[src/shared/osc_ctrl_pkg.sv]
// oscillator control and power-mode package: register map, fields, resets, types
// assumes a 32-bit avalon-mm slave with byte addresses on a 4-bit address port
package osc_ctrl_pkg;
    // ========================================
    // register map
    localparam logic [3:0] SYS_CLK_OFS   = 4'h0;
    localparam logic [3:0] FAST_OSC_OFS  = 4'h4;
    localparam logic [3:0] CRYSTAL_OFS   = 4'h8;
    localparam logic [3:0] STATUS_OFS    = 4'hc;
    // ========================================
    // reset values
    localparam logic [7:0] SYS_CLK_RST   = 8'he0;
    localparam logic [7:0] FAST_OSC_RST  = 8'h00;
    localparam logic [7:0] CRYSTAL_RST   = 8'h00;
    // ========================================
    // field positions
    localparam int SEL_LSB      = 5;
    localparam int SUB_SRC_BIT  = 2;
    localparam int FAST_KEEP    = 1;
    localparam int SUB_KEEP     = 0;
    localparam int FREQ_LSB     = 2;
    localparam int STABLE_BIT   = 1;
    localparam int ENABLE_BIT   = 0;
    localparam int SPEEDUP_BIT  = 2;
    localparam int PDF_BIT      = 0;
    localparam int WDT_TO_BIT   = 1;
    localparam int ON_SUB_BIT   = 2;
    localparam int MODE_LSB     = 4;
    // ========================================
    // codes and timing
    localparam logic [2:0] SEL_SUB      = 3'h7;
    localparam logic [1:0] FREQ_CODE_4M = 2'h1;
    localparam logic [1:0] FREQ_CODE_8M = 2'h2;
    localparam logic [3:0] MHZ_2        = 4'h2;
    localparam logic [3:0] MHZ_4        = 4'h4;
    localparam logic [3:0] MHZ_8        = 4'h8;
    localparam int         BLANK_CYCLES = 4;
    localparam logic [1:0] RESP_OKAY    = 2'h0;
    localparam logic [1:0] RESP_SLVERR  = 2'h2;

    typedef enum logic [2:0] {
        PM_RUN       = 3'h0,
        PM_SLEEP     = 3'h1,
        PM_IDLE_SUB  = 3'h2,
        PM_IDLE_BOTH = 3'h3,
        PM_IDLE_FAST = 3'h4
    } power_mode_t;

    typedef struct packed {
        logic fastReady;
        logic crystalReady;
        logic slowRcReady;
    } osc_ready_t;

    typedef struct packed {
        logic       fastOscRun;
        logic       crystalRun;
        logic       crystalSpeedup;
        logic [3:0] fastFreqMhz;
        logic       sysOnSub;
        logic       subIsCrystal;
        logic [2:0] fastDivCode;
        logic       cpuRun;
        logic       fastClockOn;
        logic       subClockOn;
    } clk_ctrl_t;
endpackage

[src/osc_ctrl_power_mode_switch.sv]
// oscillator enables, stable flags, fast/slow clock switch and halt power modes
// assumes oscillator ready levels arrive from analog pins, halt and watchdog
// strobes come from the cpu core on clk
`timescale 1ns/1ns

// Operation
// - frequency code 00/11 gives 2 MHz, 01 gives 4 MHz, 10 gives 8 MHz
// - new fast frequency is applied only once the fast stable flag is set
// - fast stable flag clears on enable or frequency change, sets when stable
// - fast control bit 0 turns the fast oscillator on or off only while the system runs on the sub clock
// - crystal control bit 2 selects crystal speed-up operation
// - speed-up bit is frozen while the crystal drives the system clock
// - crystal stable flag clears on enable, sets once the crystal is stable
// - crystal control bit 0 turns the crystal on or off
// - select 111 in fast mode moves the system clock to the sub clock
// - sub clock source follows source bit; switch waits for that oscillator
// - select 000..110 in slow mode returns to fast clock divided 1..64
// - halt with both keep bits 0 enters sleep, all clocks stopped
// - halt with fast keep 0, sub keep 1 keeps only the sub clock
// - halt with both keep bits 1 keeps fast and sub clocks running
// - halt with fast keep 1, sub keep 0 keeps only the fast clock
// - any halt mode stops the cpu and holds the fast/slow clock switch state
// - any halt mode sets power-down flag and clears watchdog timeout flag unless a timeout arrives in the entry cycle
// - any halt mode clears the watchdog counter, which keeps counting
// - sub source bit 0 picks slow rc oscillator, 1 picks the crystal
// - keep bits decide which clocks run after halt; the crystal follows its enable bit
module osc_ctrl_power_mode_switch
    import osc_ctrl_pkg::*;
#(
    parameter int BLANK = BLANK_CYCLES
) (
    input  wire logic                     clk,
    input  wire logic                     nrst,
    input  wire logic [3:0]               address,
    input  wire logic                     read,
    input  wire logic                     write,
    input  wire logic [31:0]              writedata,
    input  wire logic [3:0]               byteenable,
    output logic [31:0]                   readdata,
    output logic                          waitrequest,
    output logic [1:0]                    response,
    input  wire logic                     haltExec,
    input  wire logic                     wakeUp,
    input  wire logic                     wdtClearInstr,
    input  wire logic                     wdtTimeout,
    input  wire osc_ctrl_pkg::osc_ready_t oscReady,
    output osc_ctrl_pkg::clk_ctrl_t       clkCtrl,
    output logic                          wdtCounterClear
);
    import osc_ctrl_pkg::*;

    // elaboration-time guard: the blanking counter is eight bits and its load value is never zero
    if (BLANK < 1 || BLANK > 255) begin : g_badBlank
        $error("BLANK must lie in 1..255");
    end

    // ========================================
    // input synchronisers
    osc_ready_t  readyMeta_reg;
    osc_ready_t  readySync_reg;
    logic        wakeMeta_reg;
    logic        wakeSync_reg;

    always_ff @(posedge clk or negedge nrst) begin
        if (!nrst) begin
            readyMeta_reg <= '0;
            readySync_reg <= '0;
            wakeMeta_reg  <= 1'b0;
            wakeSync_reg  <= 1'b0;
        end else begin
            readyMeta_reg <= oscReady;
            readySync_reg <= readyMeta_reg;
            wakeMeta_reg  <= wakeUp;
            wakeSync_reg  <= wakeMeta_reg;
        end
    end

    // ========================================
    // avalon slave handshake
    // one wait cycle: the write lands on the edge that samples waitrequest low
    logic        access;
    logic        wrDone;
    logic        mapped;

    assign access = (read || write) && waitrequest;
    assign wrDone = write && !waitrequest && byteenable[0];
    assign mapped = (address == SYS_CLK_OFS) || (address == FAST_OSC_OFS)
                 || (address == CRYSTAL_OFS) || (address == STATUS_OFS);

    always_ff @(posedge clk or negedge nrst) begin
        if (!nrst) begin
            waitrequest <= 1'b1;
        end else begin
            waitrequest <= !access;
        end
    end

    // ========================================
    // control registers
    logic [7:0]  sysClk_reg;
    logic        fastEn_reg;
    logic [1:0]  fastFreq_reg;
    logic        crysEn_reg;
    logic        speedup_reg;
    logic        sysOnSub_reg;
    logic        wrSys;
    logic        wrFast;
    logic        wrCrys;

    assign wrSys  = wrDone && (address == SYS_CLK_OFS);
    assign wrFast = wrDone && (address == FAST_OSC_OFS);
    assign wrCrys = wrDone && (address == CRYSTAL_OFS);

    always_ff @(posedge clk or negedge nrst) begin
        if (!nrst) begin
            sysClk_reg <= SYS_CLK_RST;
        end else if (wrSys) begin
            sysClk_reg <= writedata[7:0] & 8'he7;
        end
    end

    always_ff @(posedge clk or negedge nrst) begin
        if (!nrst) begin
            fastEn_reg   <= FAST_OSC_RST[ENABLE_BIT];
            fastFreq_reg <= FAST_OSC_RST[FREQ_LSB +: 2];
        end else if (wrFast) begin
            fastEn_reg   <= writedata[ENABLE_BIT];
            fastFreq_reg <= writedata[FREQ_LSB +: 2];
        end
    end

    always_ff @(posedge clk or negedge nrst) begin
        if (!nrst) begin
            crysEn_reg  <= CRYSTAL_RST[ENABLE_BIT];
            speedup_reg <= CRYSTAL_RST[SPEEDUP_BIT];
        end else if (wrCrys) begin
            crysEn_reg <= writedata[ENABLE_BIT];
            // frozen while the crystal is the running system clock
            if (!(sysOnSub_reg && sysClk_reg[SUB_SRC_BIT])) begin
                speedup_reg <= writedata[SPEEDUP_BIT];
            end
        end
    end

    // ========================================
    // stable flags
    // the blanking window hides a stale ready level still in the synchroniser
    logic        fastEvent;
    logic        crysEvent;
    logic        fastStable_reg;
    logic        crysStable_reg;
    logic [7:0]  fastBlank_reg;
    logic [7:0]  crysBlank_reg;

    assign fastEvent = wrFast && writedata[ENABLE_BIT]
                    && (!fastEn_reg || writedata[FREQ_LSB +: 2] != fastFreq_reg);
    assign crysEvent = wrCrys && writedata[ENABLE_BIT] && !crysEn_reg;

    always_ff @(posedge clk or negedge nrst) begin
        if (!nrst) begin
            fastStable_reg <= 1'b0;
            fastBlank_reg  <= 8'h00;
        end else if (fastEvent) begin
            fastStable_reg <= 1'b0;
            fastBlank_reg  <= 8'(BLANK);
        end else if (fastBlank_reg != 8'h00) begin
            fastBlank_reg  <= fastBlank_reg - 8'h01;
        end else begin
            fastStable_reg <= fastEn_reg && readySync_reg.fastReady;
        end
    end

    always_ff @(posedge clk or negedge nrst) begin
        if (!nrst) begin
            crysStable_reg <= 1'b0;
            crysBlank_reg  <= 8'h00;
        end else if (crysEvent) begin
            crysStable_reg <= 1'b0;
            crysBlank_reg  <= 8'(BLANK);
        end else if (crysBlank_reg != 8'h00) begin
            crysBlank_reg  <= crysBlank_reg - 8'h01;
        end else begin
            crysStable_reg <= crysEn_reg && readySync_reg.crystalReady;
        end
    end

    // ========================================
    // applied fast frequency
    logic [3:0]  freqMhz;
    logic [3:0]  appliedMhz_reg;

    always_comb begin
        case (fastFreq_reg)
            FREQ_CODE_4M: freqMhz = MHZ_4;
            FREQ_CODE_8M: freqMhz = MHZ_8;
            default:      freqMhz = MHZ_2;
        endcase
    end

    always_ff @(posedge clk or negedge nrst) begin
        if (!nrst) begin
            appliedMhz_reg <= MHZ_2;
        end else if (fastStable_reg) begin
            appliedMhz_reg <= freqMhz;
        end
    end

    // ========================================
    // fast / slow system clock switch
    logic        subSource;
    logic        subStable;
    logic        selSub;

    assign subSource = sysClk_reg[SUB_SRC_BIT];
    assign subStable = subSource ? crysStable_reg : readySync_reg.slowRcReady;
    assign selSub    = sysClk_reg[SEL_LSB +: 3] == SEL_SUB;

    power_mode_t mode_reg;

    always_ff @(posedge clk or negedge nrst) begin
        if (!nrst) begin
            sysOnSub_reg <= 1'b0;
        end else if (mode_reg == PM_RUN) begin
            if (!sysOnSub_reg && selSub && subStable) begin
                sysOnSub_reg <= 1'b1;
            end else if (sysOnSub_reg && !selSub) begin
                // no wait on the fast flag: software polls it on return
                sysOnSub_reg <= 1'b0;
            end
        end
    end

    // ========================================
    // halt power modes
    logic        enterHalt;
    power_mode_t haltMode;

    assign enterHalt = haltExec && (mode_reg == PM_RUN);

    always_comb begin
        case ({sysClk_reg[FAST_KEEP], sysClk_reg[SUB_KEEP]})
            2'b01:   haltMode = PM_IDLE_SUB;
            2'b11:   haltMode = PM_IDLE_BOTH;
            2'b10:   haltMode = PM_IDLE_FAST;
            default: haltMode = PM_SLEEP;
        endcase
    end

    always_ff @(posedge clk or negedge nrst) begin
        if (!nrst) begin
            mode_reg <= PM_RUN;
        end else begin
            case (mode_reg)
                PM_RUN:  if (enterHalt) mode_reg <= haltMode;
                default: if (wakeSync_reg) mode_reg <= PM_RUN;
            endcase
        end
    end

    // ========================================
    // status flags and watchdog clear
    logic        pdf_reg;
    logic        wdtTo_reg;

    always_ff @(posedge clk or negedge nrst) begin
        if (!nrst) begin
            pdf_reg <= 1'b0;
        end else if (enterHalt) begin
            pdf_reg <= 1'b1;
        end else if (wdtClearInstr) begin
            pdf_reg <= 1'b0;
        end
    end

    // a timeout in the entry cycle still wins so the event is never lost
    always_ff @(posedge clk or negedge nrst) begin
        if (!nrst) begin
            wdtTo_reg <= 1'b0;
        end else if (wdtTimeout) begin
            wdtTo_reg <= 1'b1;
        end else if (enterHalt) begin
            wdtTo_reg <= 1'b0;
        end
    end

    always_ff @(posedge clk or negedge nrst) begin
        if (!nrst) begin
            wdtCounterClear <= 1'b0;
        end else begin
            wdtCounterClear <= enterHalt;
        end
    end

    // ========================================
    // clock control outputs
    clk_ctrl_t   ctrlNext;
    logic        running;

    assign running = (mode_reg == PM_RUN);

    always_comb begin
        ctrlNext                = '0;
        ctrlNext.fastOscRun     = running ? (fastEn_reg || !sysOnSub_reg)
                                : (mode_reg == PM_IDLE_BOTH || mode_reg == PM_IDLE_FAST);
        ctrlNext.crystalRun     = crysEn_reg;
        ctrlNext.crystalSpeedup = speedup_reg;
        ctrlNext.fastFreqMhz    = appliedMhz_reg;
        ctrlNext.sysOnSub       = sysOnSub_reg;
        ctrlNext.subIsCrystal   = subSource;
        ctrlNext.fastDivCode    = sysOnSub_reg ? 3'h0 : sysClk_reg[SEL_LSB +: 3];
        ctrlNext.cpuRun         = running;
        ctrlNext.fastClockOn    = ctrlNext.fastOscRun && (mode_reg != PM_SLEEP);
        ctrlNext.subClockOn     = running || mode_reg == PM_IDLE_SUB
                                || mode_reg == PM_IDLE_BOTH;
    end

    always_ff @(posedge clk or negedge nrst) begin
        if (!nrst) begin
            clkCtrl <= '0;
        end else begin
            clkCtrl <= ctrlNext;
        end
    end

    // ========================================
    // read path
    logic [7:0]  rdByte;

    always_comb begin
        case (address)
            SYS_CLK_OFS:  rdByte = sysClk_reg;
            FAST_OSC_OFS: rdByte = {4'h0, fastFreq_reg, fastStable_reg, fastEn_reg};
            CRYSTAL_OFS:  rdByte = {5'h00, speedup_reg, crysStable_reg, crysEn_reg};
            STATUS_OFS:   rdByte = {1'b0, mode_reg, 1'b0, sysOnSub_reg, wdtTo_reg, pdf_reg};
            default:      rdByte = 8'h00;
        endcase
    end

    always_ff @(posedge clk or negedge nrst) begin
        if (!nrst) begin
            readdata <= 32'h0000_0000;
            response <= RESP_OKAY;
        end else if (access) begin
            readdata <= read ? {24'h000000, rdByte} : 32'h0000_0000;
            response <= mapped ? RESP_OKAY : RESP_SLVERR;
        end
    end
endmodule

[config.mk]
export PLATFORM = sky130hd
export DESIGN_NAME = osc_ctrl_power_mode_switch
export DESIGN_NICKNAME = d
export VERILOG_FILES = /design/src/shared/osc_ctrl_pkg.sv /design/src/osc_ctrl_power_mode_switch.sv
export SDC_FILE = /design/constraint.sdc
export NUM_CORES = 1
export LEC_CHECK = 0
export BUFFER_PORTS_ARGS = -buffer_cell sky130_fd_sc_hd__clkbuf_2
export CORE_ASPECT_RATIO = 0.7
export CORE_MARGIN = 2
export CORE_UTILIZATION = 50
export CTS_CLUSTER_SIZE = 14
export DETAILED_ROUTE_END_ITERATION = 8
export GPL_TIMING_DRIVEN = 1
export PLACE_DENSITY = 0.88
export REMOVE_ABC_BUFFERS = 1
export SLEW_MARGIN = 40
export SYNTH_ARGS = -nofsm -noshare
export SYNTH_HDL_FRONTEND = slang
export SYNTH_SLANG_ARGS = --single-unit
export TNS_END_PERCENT = 50
[constraint.sdc]
create_clock -name clk -period 1.78 [get_ports clk]
set_input_delay 0.267 -clock clk [delete_from_list [all_inputs] [get_ports clk]]
set_output_delay 0.267 -clock clk [all_outputs]
set_load 0.005 [all_outputs]
==> results.yml <==
power_and_ir_drop:
  irDropWorstVdd_uv: 681.4
  static-leakage-power_uw: 0.001837
  power_density_nw_per_um2: 1396
routing:
  drt-met1-wl_mm: 2.644
  routed-wl-met3_um: 363
  viasPerCell: 5.223
  detail_route.wl_per_cell_um: 14.73
  met2RoutedLength_mm: 3.084
  highest_metal_layer_used_by_the_detailed_router: "met4"
  first_pass_iters: 4
  detail_route.drc_violations: 0
  number_of_routed_nets_with_antenna_violations: 0
  routed_vias: 2199
  drt_iter0_drc: 121
  routed_wl_mm: 6.200
sta:
  final_max_slew_viol_count: 0
  finalClockSkew_ns: 0.008534
  timing.final.crit_share_pct: 94.30
  max_freq_mhz: 595.7
  hold_viol: 0
  min_period_ns: 1.679
  finalSetupViolations: 0
  max-slew-margin-rel_pct: 50.97
  hold-worst-slack_ns: 0.02619
  tightest_slew_ns: 0.7306
synthesis:
  async_flop_share_pct: 100.0
  ys_seq_area_share_pct: 56.89
  synth-seq-cells: 71
  ys_dominant_reg_cell: "dfrtp_1"
  synth_enable_flop_cells: 0
  netlist_instances: 270
  avgSynthCellArea_um2: 11.61
  syn_area_um2: 3134
  synth.lib_cells_used.distinct: 46
  ys_warn_count: 0
setup_path:
  regToRegSetupSlack_ns: 0.10
  rr_worst_depth: 6
  start_kind: "flop"
  crit_arrival_ns: 1.91
  r2r_end: "fastBlank_reg[2]"
  r2r-start: "fastBlank_reg[1]"
  critical_path.endpoint: "fastBlank_reg[2]"
  endpoint_kind: "flop"
  startpoint: "fastBlank_reg[1]"
  worst-endpoint-required_ns: 2.01
  critical_path_peak_fanout: 5
  critical_setup_path_class: "reg -> reg"
run:
  maxCapViolCount: 0
finish:
  final_cells: 421
  n_antenna_cell: 0
  largest_reg_flops: 14
  fin_util_pct: 60.10
  layout-area-overhead-vs-synth_pct: 18.04
  layout-drive-gt1-share_pct: 30.61
  fin_nets: 396
  most_flop_heavy_register: "clkCtrl"
clock_tree:
  h-tree-depth: 3
  cts.sink_count: 71
  clock_tree.root_cell: "clkbuf_8"
  clk-insertion-delay-late_ns: 0.35
  cts.clk_slew.worst_paths_ns: 0.07
  cts_inserted_buffers: 9
  clockBufferDepth: 2
  tritoncts_clock_tree: "done"
floorplan:
  die_height_um: 70.24
  rows: 24
  initial_utilization_pct: 50.91
  design.portCount: 102
  design.core.area_um2: 6156
  die_x_um: 98.63
  die-area_um2: 6928
place:
  place_inst: 403
  global_placer_s_final_weighted_congestion: 0.8092
  post-dp-hpwl_mm: 4.443
  place.port_buffers: 47
global_routing:
  first_global_vias: 2119
  wire_length_of_the_first_global_routing_pass_mm: 9.915
  grt.total_usage_pct: 18.75
  maximum_number_of_pins_on_one_net_before_global_route_repair: 38
  antenna_found_initial: 0
  overflow: 0
min_path:
  hold_path_class: "in -> reg"
status:
  outcome: "finished, final reports clean"
-- repair_timing --
action / 4_1_cts / 5_1_grt
hold buffers: 1 / 0
buffers inserted: 0 / 1
gates resized for setup: 0 / 1
endpoints found under the setup margin: 0 / 3
hold endpoints to repair: 18 / 0
-- report_power, final --
group,total [uW],internal (uW),leakage (uW),switching (uW)
Combinational,1260,631,0.000850,631
Clock,1440,805,0.000114,630
Sequential,2470,2070,0.000873,398
-- logic make-up (layout without fill, tap and decap cells) --
kind of cell	Yosys count	after routing	share of synthesized area, %
fa+ha+maj	7	7	2.794
compound gates	49	49	9.821
mux	19	19	6.707
buf+inv	42	90	8.383
simple gates	76	76	13.89
flops	71	71	56.89
xor+xnor	5	5	1.397
other cells	1	26	0.1196
-- metrics by stage --
stage	cell area (um2)	setup slack, ns	power [uW]	setup TNS, ns
global placement	3446	0.1314	3613	0
detailed placement	3446	0.07831	3716	0
floorplan	3018	0.1592	3220	0
global route	3700	-0.008562	5487	-0.008562
CTS	3684	0.05282	5168	0
finish	3700	0.1014	5164	0
-- cell type report --
class	count	area, um2
tap	78	97.59
multi-input combinational	182	1191
inverter	14	52.55
clock inverter	7	103.9
clock buffer	9	123.9
timing repair buffer	60	347.8
fill	483	2456
sequential	71	1783
-- critical path: stages (launching register included) --
cell      delay [ns]
dfrtp_1         0.41
inv_1           0.07
ha_1            0.22
nor4b_4         0.30
nand3b_4        0.15
nor3b_1         0.16
a211o_2         0.27
-- placed cells by master (no fill, tap or decap), types with 2 or more instances in the layout --
cell type	count
bufinv_16	2
nor4_1	2
a32o_1	2
mux2_2	16
o21ai_0	16
a211oi_1	2
inv_6	2
nand2b_1	2
a211o_2	2
inv_1	14
nor4b_4	2
clkinv_4	3
nand3_1	7
conb_1	26
dfstp_2	5
a22oi_1	5
a32oi_1	3
mux2i_1	3
dfrtp_1	66
clkbuf_2	46
a21oi_1	13
nor2b_1	4
clkbuf_8	9
a22o_1	2
buf_4	11
nand4b_1	2
xnor2_1	4
ha_1	7
nor3b_1	2
nor2_1	17
nand2_1	21
nor3_1	4
-- cell usage after synthesis, drive strengths merged (3+ instances only) --
cell / n / area share, %
ha: 7 / 2.8
nor3b: 3 / 0.88
mux2: 16 / 5.7
xnor2: 4 / 1.1
inv: 14 / 1.7
dfstp: 5 / 4.2
o21ai: 17 / 2.7
nor3: 4 / 0.64
dfrtp: 66 / 53
mux2i: 3 / 0.96
nand3: 7 / 1.1
buf: 27 / 6.6
a21oi: 13 / 2.1
a32oi: 3 / 0.84
a22oi: 5 / 1.2
nor2b: 4 / 0.80
nand2: 21 / 2.5
nor2: 17 / 2.0
-- worst min-delay path by stage --
stage                            from                 to  slack, ns  cells after the start
after CTS                 oscReady[0]   readyMeta_reg[0]       0.02                      1
after detailed placement         nrst         clkCtrl[1]       0.28                      1
final                     oscReady[0]   readyMeta_reg[0]       0.03                      1
after global routing      oscReady[2]   readyMeta_reg[2]       0.01                      1
after floorplan                  nrst  appliedMhz_reg[2]      -0.03                      0
after global placement           nrst         clkCtrl[0]       0.27                      1
-- metal layers --
metal / vias up / GRT usage, %
li1: 1033 / -
met1: 1079 / 23.47
met2: 74 / 30.31
met3: 13 / 6.106
met4: 0 / 7.610
met5: - / 0
Power figures use the tool's default switching activity.
